<file path="config.mk">
export PLATFORM = sky130hd
export DESIGN_NAME = ursel_regbank
export DESIGN_NICKNAME = d
export VERILOG_FILES = /design/src/ursel_regbank.v
export VERILOG_INCLUDE_DIRS = /design/src
export SDC_FILE = /design/constraint.sdc
export NUM_CORES = 1
export LEC_CHECK = 0
export BUFFER_PORTS_ARGS = -buffer_cell sky130_fd_sc_hd__buf_2
export CAP_MARGIN = 20
export CORE_MARGIN = 2
export CORE_UTILIZATION = 44
export CTS_CLUSTER_SIZE = 8
export DETAILED_ROUTE_END_ITERATION = 6
export PLACE_DENSITY = 0.7
export SETUP_SLACK_MARGIN = 0.3
export SLEW_MARGIN = 20
export SYNTH_ARGS = -nofsm -noshare
export SYNTH_HDL_FRONTEND = slang
export SYNTH_SLANG_ARGS = --single-unit
</file>
<file path="constraint.sdc">
create_clock -name i_sys_clk -period 9.64 [get_ports i_sys_clk]
set_clock_uncertainty 0.2 [all_clocks]
set_input_delay 1.446 -clock i_sys_clk [delete_from_list [all_inputs] [get_ports i_sys_clk]]
set_output_delay 1.446 -clock i_sys_clk [all_outputs]
set_load 0.005 [all_outputs]
</file>
<file path="src/ursel_map.vh">
// Register offsets, field positions and reset values of the register bank.
// Included by ursel_regbank.v only.
`ifndef URSEL_MAP_VH
`define URSEL_MAP_VH
`define URSEL_A_HOLD 4'h0
`define URSEL_A_IEN 4'h1
`define URSEL_A_FCTL 4'h2
`define URSEL_A_LFMT 4'h3
`define URSEL_A_MCTL 4'h4
`define URSEL_A_LCOND 4'h5
`define URSEL_A_MIN 4'h6
`define URSEL_A_SCR 4'h7
`define URSEL_A_TXLV 4'h8
`define URSEL_A_RXLV 4'h9
`define URSEL_A_XFC 4'hf
`define URSEL_A_DIVL 4'h0
`define URSEL_A_DIVH 4'h1
`define URSEL_A_EFC 4'h2
`define URSEL_A_RES1 4'h4
`define URSEL_A_RES2 4'h5
`define URSEL_A_PAU1 4'h6
`define URSEL_A_PAU2 4'h7
`define URSEL_A_HRL 4'h6
`define URSEL_A_TRL 4'h7
`define URSEL_ENH_KEY 8'hbf
`define URSEL_DLE_BIT 7
`define URSEL_EFE_BIT 4
`define URSEL_TRE_BIT 2
`define URSEL_CPS_BIT 7
`define URSEL_IEN_ENH_MASK 8'hf0
`define URSEL_FCTL_ENH_MASK 8'h30
`define URSEL_MCTL_ENH_MASK 8'he4
`define URSEL_MCTL_RSV_MASK 8'h09
`define URSEL_FCTL_RSV_MASK 8'h08
`define URSEL_RST_VAL 8'h00
`define URSEL_DIV_RST 16'h0001
`endif

</file>
<file path="src/ursel_regbank.v">
// Register bank with address selection for a single serial channel.
// Assumes a host bridge on i_sys_clk delivering one-cycle read/write
// strobes; the serial engine supplies status, levels and FIFO data.
`timescale 1ns/1ns
`include "ursel_map.vh"

// Overview of operation
// Address 0: read pops receive FIFO, write pushes transmit FIFO.
// Address 2: read gives interrupt ident, write sets FIFO control.
// Line status and modem status are read only.
// Transmit and receive fill-level registers are read only.
// Prescaler select bit writable only while enhanced functions enabled.
// Halt/resume and trigger registers need enhanced and trigger enables.
// Divisor bytes selected only while divisor latch enable is one.
// Enhanced and flow characters selected only when line format is 0xBF.
// Interrupt enable: eight enables, CTS change down to receive data.
// FIFO control decodes trigger levels, FIFO resets and FIFO enable.
// Line format: latch enable, break, parity, stop and word length.
// Modem control fields; bits 3 and 0 reserved.
// Host programs divisor 20, 10, 5 at 3.072 MHz for 9600-38400.
// General set reachable only while divisor latch enable is zero.
// Enhanced bits accept writes only with enhanced functions enabled.
// Divisor pair reachable when latch enable set and format not 0xBF.
// Host waits two reference periods after a FIFO reset.
// Writes to read-only or unselected places change nothing; reserved 0.
module ursel_regbank (
    input wire i_sys_clk,
    input wire i_rst,
    input wire [3:0] i_addr,
    input wire i_wr,
    input wire i_rd,
    input wire [7:0] i_wdata,
    input wire [7:0] i_rx_data,
    input wire [7:0] i_int_ident,
    input wire [7:0] i_line_cond,
    input wire [7:0] i_modem_in,
    input wire [7:0] i_tx_fill,
    input wire [7:0] i_rx_fill,
    output reg [7:0] o_rdata,
    output reg o_rx_pop,
    output reg o_tx_push,
    output reg [7:0] o_tx_data,
    output reg o_ident_read,
    output reg o_fctl_wr,
    output reg [7:0] o_fifo_control,
    output reg o_tx_fifo_reset,
    output reg o_rx_fifo_reset,
    output reg [7:0] o_int_enable,
    output reg [7:0] o_line_format,
    output reg [7:0] o_modem_ctl,
    output reg [7:0] o_scratch,
    output reg [7:0] o_extra_feature,
    output reg [15:0] o_baud_divisor,
    output reg [7:0] o_enh_feature,
    output reg [7:0] o_resume_first,
    output reg [7:0] o_resume_second,
    output reg [7:0] o_pause_first,
    output reg [7:0] o_pause_second,
    output reg [7:0] o_halt_resume,
    output reg [7:0] o_trig_levels
);

    wire enh_key = (o_line_format == `URSEL_ENH_KEY);
    wire dle = o_line_format[`URSEL_DLE_BIT];
    wire efe = o_enh_feature[`URSEL_EFE_BIT];

    wire sel_gen = !dle;
    wire sel_div = dle && !enh_key;
    wire sel_tt = sel_gen && efe && o_modem_ctl[`URSEL_TRE_BIT];
    wire wg = i_wr && sel_gen;

    // Enhanced bits keep their old value unless unlocked
    wire [7:0] ien_m = efe ? 8'hff : ~`URSEL_IEN_ENH_MASK;
    wire [7:0] fc_m = efe ? 8'hff : ~`URSEL_FCTL_ENH_MASK;
    wire [7:0] mc_m = efe ? 8'hff : ~`URSEL_MCTL_ENH_MASK;

    // Masked next values; reserved bits forced to zero
    wire [7:0] ien_d = (i_wdata & ien_m) | (o_int_enable & ~ien_m);
    wire [7:0] fctl_d = ((i_wdata & fc_m) | (o_fifo_control & ~fc_m))
        & ~`URSEL_FCTL_RSV_MASK;
    wire [7:0] mctl_d = ((i_wdata & mc_m) | (o_modem_ctl & ~mc_m))
        & ~`URSEL_MCTL_RSV_MASK;

    reg [7:0] rd_d;

    // Unmapped and unselected reads give zero
    always @* begin
        rd_d = 8'h00;
        if (enh_key) begin
            case (i_addr)
                `URSEL_A_LFMT: rd_d = o_line_format;
                `URSEL_A_EFC: rd_d = o_enh_feature;
                `URSEL_A_RES1: rd_d = o_resume_first;
                `URSEL_A_RES2: rd_d = o_resume_second;
                `URSEL_A_PAU1: rd_d = o_pause_first;
                `URSEL_A_PAU2: rd_d = o_pause_second;
                default: rd_d = 8'h00;
            endcase
        end else if (sel_div) begin
            case (i_addr)
                `URSEL_A_DIVL: rd_d = o_baud_divisor[7:0];
                `URSEL_A_DIVH: rd_d = o_baud_divisor[15:8];
                `URSEL_A_LFMT: rd_d = o_line_format;
                default: rd_d = 8'h00;
            endcase
        end else begin
            case (i_addr)
                `URSEL_A_HOLD: rd_d = i_rx_data;
                `URSEL_A_IEN: rd_d = o_int_enable;
                `URSEL_A_FCTL: rd_d = i_int_ident;
                `URSEL_A_LFMT: rd_d = o_line_format;
                `URSEL_A_MCTL: rd_d = o_modem_ctl;
                `URSEL_A_LCOND: rd_d = i_line_cond;
                `URSEL_A_MIN: rd_d = sel_tt ? o_halt_resume : i_modem_in;
                `URSEL_A_SCR: rd_d = sel_tt ? o_trig_levels : o_scratch;
                `URSEL_A_TXLV: rd_d = i_tx_fill;
                `URSEL_A_RXLV: rd_d = i_rx_fill;
                `URSEL_A_XFC: rd_d = o_extra_feature;
                default: rd_d = 8'h00;
            endcase
        end
    end

    always @(posedge i_sys_clk or posedge i_rst) begin
        if (i_rst) begin
            o_rdata <= `URSEL_RST_VAL;
            o_rx_pop <= 1'b0;
            o_tx_push <= 1'b0;
            o_tx_data <= `URSEL_RST_VAL;
            o_ident_read <= 1'b0;
            o_fctl_wr <= 1'b0;
            o_fifo_control <= `URSEL_RST_VAL;
            o_tx_fifo_reset <= 1'b0;
            o_rx_fifo_reset <= 1'b0;
            o_int_enable <= `URSEL_RST_VAL;
            o_line_format <= `URSEL_RST_VAL;
            o_modem_ctl <= `URSEL_RST_VAL;
            o_scratch <= `URSEL_RST_VAL;
            o_extra_feature <= `URSEL_RST_VAL;
            // Divisor starts at one so the baud clock never stalls
            o_baud_divisor <= `URSEL_DIV_RST;
            o_enh_feature <= `URSEL_RST_VAL;
            o_resume_first <= `URSEL_RST_VAL;
            o_resume_second <= `URSEL_RST_VAL;
            o_pause_first <= `URSEL_RST_VAL;
            o_pause_second <= `URSEL_RST_VAL;
            o_halt_resume <= `URSEL_RST_VAL;
            o_trig_levels <= `URSEL_RST_VAL;
        end else begin
            o_rx_pop <= 1'b0;
            o_tx_push <= 1'b0;
            o_ident_read <= 1'b0;
            o_fctl_wr <= 1'b0;
            o_tx_fifo_reset <= 1'b0;
            o_rx_fifo_reset <= 1'b0;

            // Read data held until the next read
            if (i_rd) begin
                o_rdata <= rd_d;
                o_rx_pop <= sel_gen && !enh_key
                    && i_addr == `URSEL_A_HOLD;
                o_ident_read <= sel_gen && !enh_key
                    && i_addr == `URSEL_A_FCTL;
            end

            // 0xBF has bit 7 set, so general-set writes never overlap it
            if (wg) begin
                case (i_addr)
                    `URSEL_A_HOLD: begin
                        o_tx_push <= 1'b1;
                        o_tx_data <= i_wdata;
                    end
                    `URSEL_A_IEN: begin
                        o_int_enable <= ien_d;
                    end
                    `URSEL_A_FCTL: begin
                        o_fctl_wr <= 1'b1;
                        o_fifo_control <= fctl_d;
                        o_tx_fifo_reset <= i_wdata[2];
                        o_rx_fifo_reset <= i_wdata[1];
                    end
                    `URSEL_A_MCTL: begin
                        o_modem_ctl <= mctl_d;
                    end
                    `URSEL_A_MIN: if (sel_tt) o_halt_resume <= i_wdata;
                    `URSEL_A_SCR: begin
                        if (sel_tt)
                            o_trig_levels <= i_wdata;
                        else
                            o_scratch <= i_wdata;
                    end
                    `URSEL_A_XFC: o_extra_feature <= i_wdata;
                    default: ;
                endcase
            end

            // Line format stays writable in every set so software can leave
            if (i_wr && i_addr == `URSEL_A_LFMT)
                o_line_format <= i_wdata;

            if (i_wr && sel_div) begin
                case (i_addr)
                    `URSEL_A_DIVL: o_baud_divisor[7:0] <= i_wdata;
                    `URSEL_A_DIVH: o_baud_divisor[15:8] <= i_wdata;
                    default: ;
                endcase
            end

            if (i_wr && enh_key) begin
                case (i_addr)
                    `URSEL_A_EFC: o_enh_feature <= i_wdata;
                    `URSEL_A_RES1: o_resume_first <= i_wdata;
                    `URSEL_A_RES2: o_resume_second <= i_wdata;
                    `URSEL_A_PAU1: o_pause_first <= i_wdata;
                    `URSEL_A_PAU2: o_pause_second <= i_wdata;
                    default: ;
                endcase
            end
        end
    end
endmodule // ursel_regbank
</file>
==> results.cfg <==
[status]
status = complete, no violations

[synthesis]
ys_seq_area_share_pct = 50.3
syn_area_um2 = 6910
ys_types = 51
async_flop_share_pct = 100
ys_ff_latch = 139
synth-edff-count = 0
yosysWarnings = 0
synth_flop_cell = dfrtp_1
synth.avg_cell_area_um2 = 11.7
netlist_instances = 591

[layout]
final_layout_size_suffix_gt1_share_pct = 47.5
ff_latch_area_um2 = 3480
nFillCells = 1338
nets = 834
final_util_pct = 56.2
area_delta_synth_final_pct = 24.0
multi_input_area_um2 = 3210
diodes = 0

[setup_path]
slowest_delay_ps = 870
crit_path_max_fanout = 31
path_cells = buf_2 -> nor2b_1 -> nand2_1 -> nor3_2 -> mux2_2
crit_path_start_kind = input port
crit_path_top_delay_cell = nor2b_1
worstSetupEndpointType = register
crit_type = input port to register
crit_required_ps = 9750
cp.arrival_ps = 4310

[clock_network]
numCtsBuffers = 17
h-tree-depth = 4
numClockSinks = 139
postCtsSetupBuffers = 0
cts-hold-fix-buffers = 0
clk_pin_slew_worst_paths_ps = 60
clk_path_buf_depth = 2
clk_latency_ps = 430
tritoncts = done
ctsResizeCount = 0
clockRootBuffer = clkbuf_16

[detailed_routing]
wl_met2_um = 11000
wl_met1_um = 10000
drtAntennaViolNets = 0
wire_per_inst_um = 23.8
drtPass1Iterations = 6
vias = 5964
drt_iter0_markers = 631
highest_layer = met4
dr_wl_met3_um = 2000
drcViolationCount = 0
via_per_inst = 6.00
finalWirelength_um = 23700

[sta]
fmax_ghz = 0.238
finalSetupViolations = 0
hold_violations = 0
period_needed_ps = 4200
worst_pin_slew_ps = 1080
grt_setup_unrepaired = no
holdWs_ps = 306
slew_headroom_pct = 27.8
slew_viol_final = 0
fin_tns_setup_ps = 0
fin_crit_sh_pct = 43.5

[pwr]
leakage_nw = 4.42
powerDensity_nw_per_um2 = 187
vdd_drop_max_mv = 0.150

[global_routing]
grt_pass1_vias = 5916
track_usage_pct = 28.6
grt-ovfl-total = 0
grt_max_degree = 86
antenna_found_initial = 0
grt_pass1_wl_um = 35100

[placed_design]
gp_congestion = 0.937
port_buffers = 202
dp_hpwl_um = 16900

[min_path]
hold_path_class = register to register

[die]
die-height_um = 129
start_util_pct = 45.3
die_area_um2 = 16700
die_w_um = 129
coreArea_um2 = 15300
ioPinCount = 206
row_count = 45

[job]
maxCapViolations = 0
## critical path: cells and delay by family
kind                   cells  cell delay (ps)
AND/OR/NAND/NOR            3             1960
multiplexers               1              410
buffers and inverters      1              480
## layer usage
metal,global-route usage [%],vias up
met1,38.3,3023
met5,0,-
met4,10.7,0
li1,-,2541
met2,44.5,344
met3,8.01,56
## layout make-up
class / instances / area share [%]
clock inverter: 13 / 1.36
timing repair buffer: 204 / 12.0
sequential: 139 / 40.6
inverter: 3 / 0.190
multi-input combinational: 405 / 37.5
tap: 211 / 3.08
clock buffer: 19 / 5.29
## synthesized netlist by cell type (4+ instances only)
cell      instances  area share (%)
clkbuf_1         29             1.6
a221o_1           6            0.87
nand2_1          46             2.5
nand3_1          16             1.2
mux2_2          128              21
nor2_1           17            0.92
nand4_1           4            0.36
nand2b_1          5            0.45
and3_1            5            0.45
mux2i_1          35             5.1
o41ai_1           5            0.63
a22o_1            7            0.89
dfrtp_1         138              50
o22ai_1           8            0.72
a22oi_1          13             1.4
nor2b_1          12             1.1
and2_1           10            0.90
a31oi_1           8            0.72
buf_1             4            0.22
nor3_1            7            0.51
a21oi_1          18             1.3
buf_2             7            0.51
o21ai_0          15             1.1
a21o_1            4            0.43
## kinds of logic (layout without fill, tap and decap cells)
kind of cell / after synthesis / in the layout / share of synthesized area, %
simple gates: 138 / 138 / 10.2
compound gates: 101 / 101 / 10.2
mux: 163 / 163 / 25.9
flops: 139 / 139 / 50.3
other cells: 1 / 3 / 0.0542
buf+inv: 49 / 239 / 3.28
## cell usage in the layout (no fill, tap or decap), drive strengths merged, types with 4 or more instances in the layout
master	instances
a221o	6
a31oi	8
nor2	17
a22o	7
mux2	128
a21oi	18
dfrtp	138
buf	204
o21ai	15
nand4	4
a21o	4
o22ai	8
o41ai	5
clkinvlp	6
mux2i	35
clkbuf	19
nand2b	5
and2	11
nand3	16
inv	6
a22oi	13
and3	6
nand2	46
nor2b	12
nor3	9
## per-stage QoR
stage          total power (W)  instance area (um2)  setup slack, ps  std cells
2_1_floorplan         0.000836                 6920             4270        593
3_3_place_gp          0.000968                 8000             5180        962
3_5_place_dp          0.000975                 8000             5110        962
4_1_cts                0.00160                 8570             5560        994
5_1_grt                0.00166                 8570             5240        994
6_report               0.00160                 8570             5440        994
## final timing paths
path | startpoint | end | slack, ps | cells after the start
setup / recovery | i_addr[2] | o_trig_levels[7]$_DFFE_PP0P_ | 5440 | 5
hold / removal | o_fifo_control[1]$_DFFE_PP0P_ | o_fifo_control[1]$_DFFE_PP0P_ | 310 | 1
setup reg to reg | o_line_format[7]$_DFFE_PP0P_ | o_rdata[3]$_DFFE_PP0P_ | 6480 | 6
hold reg to reg | o_fifo_control[1]$_DFFE_PP0P_ | o_fifo_control[1]$_DFFE_PP0P_ | 310 | 1
max in group asynchronous | i_rst | o_extra_feature[5]$_DFFE_PP0P_ | 7070 | 3
min in group asynchronous | i_rst | o_tx_push$_DFF_PP0_ | 950 | 2
## state kept, by name, summed over array words and instances, names as in the netlist, 2 cells and up, named ones only
name             count
o_baud_divisor      16
o_enh_feature        8
o_extra_feature      8
o_halt_resume        8
o_line_format        8
o_pause_first        8
o_pause_second       8
o_rdata              8
o_resume_first       8
o_resume_second      8
o_scratch            8
o_trig_levels        8
o_tx_data            8
o_fifo_control       5
o_int_enable         4
o_modem_ctl          2
## power breakdown
part           internal, W  switching (W)  leakage, nW
clock network     0.000369       0.000265        0.264
logic             0.000124       0.000131         2.31
registers         0.000647      0.0000641         1.84
total              0.00114       0.000460         4.42
Note: power is estimated with default switching activity, not from simulation.
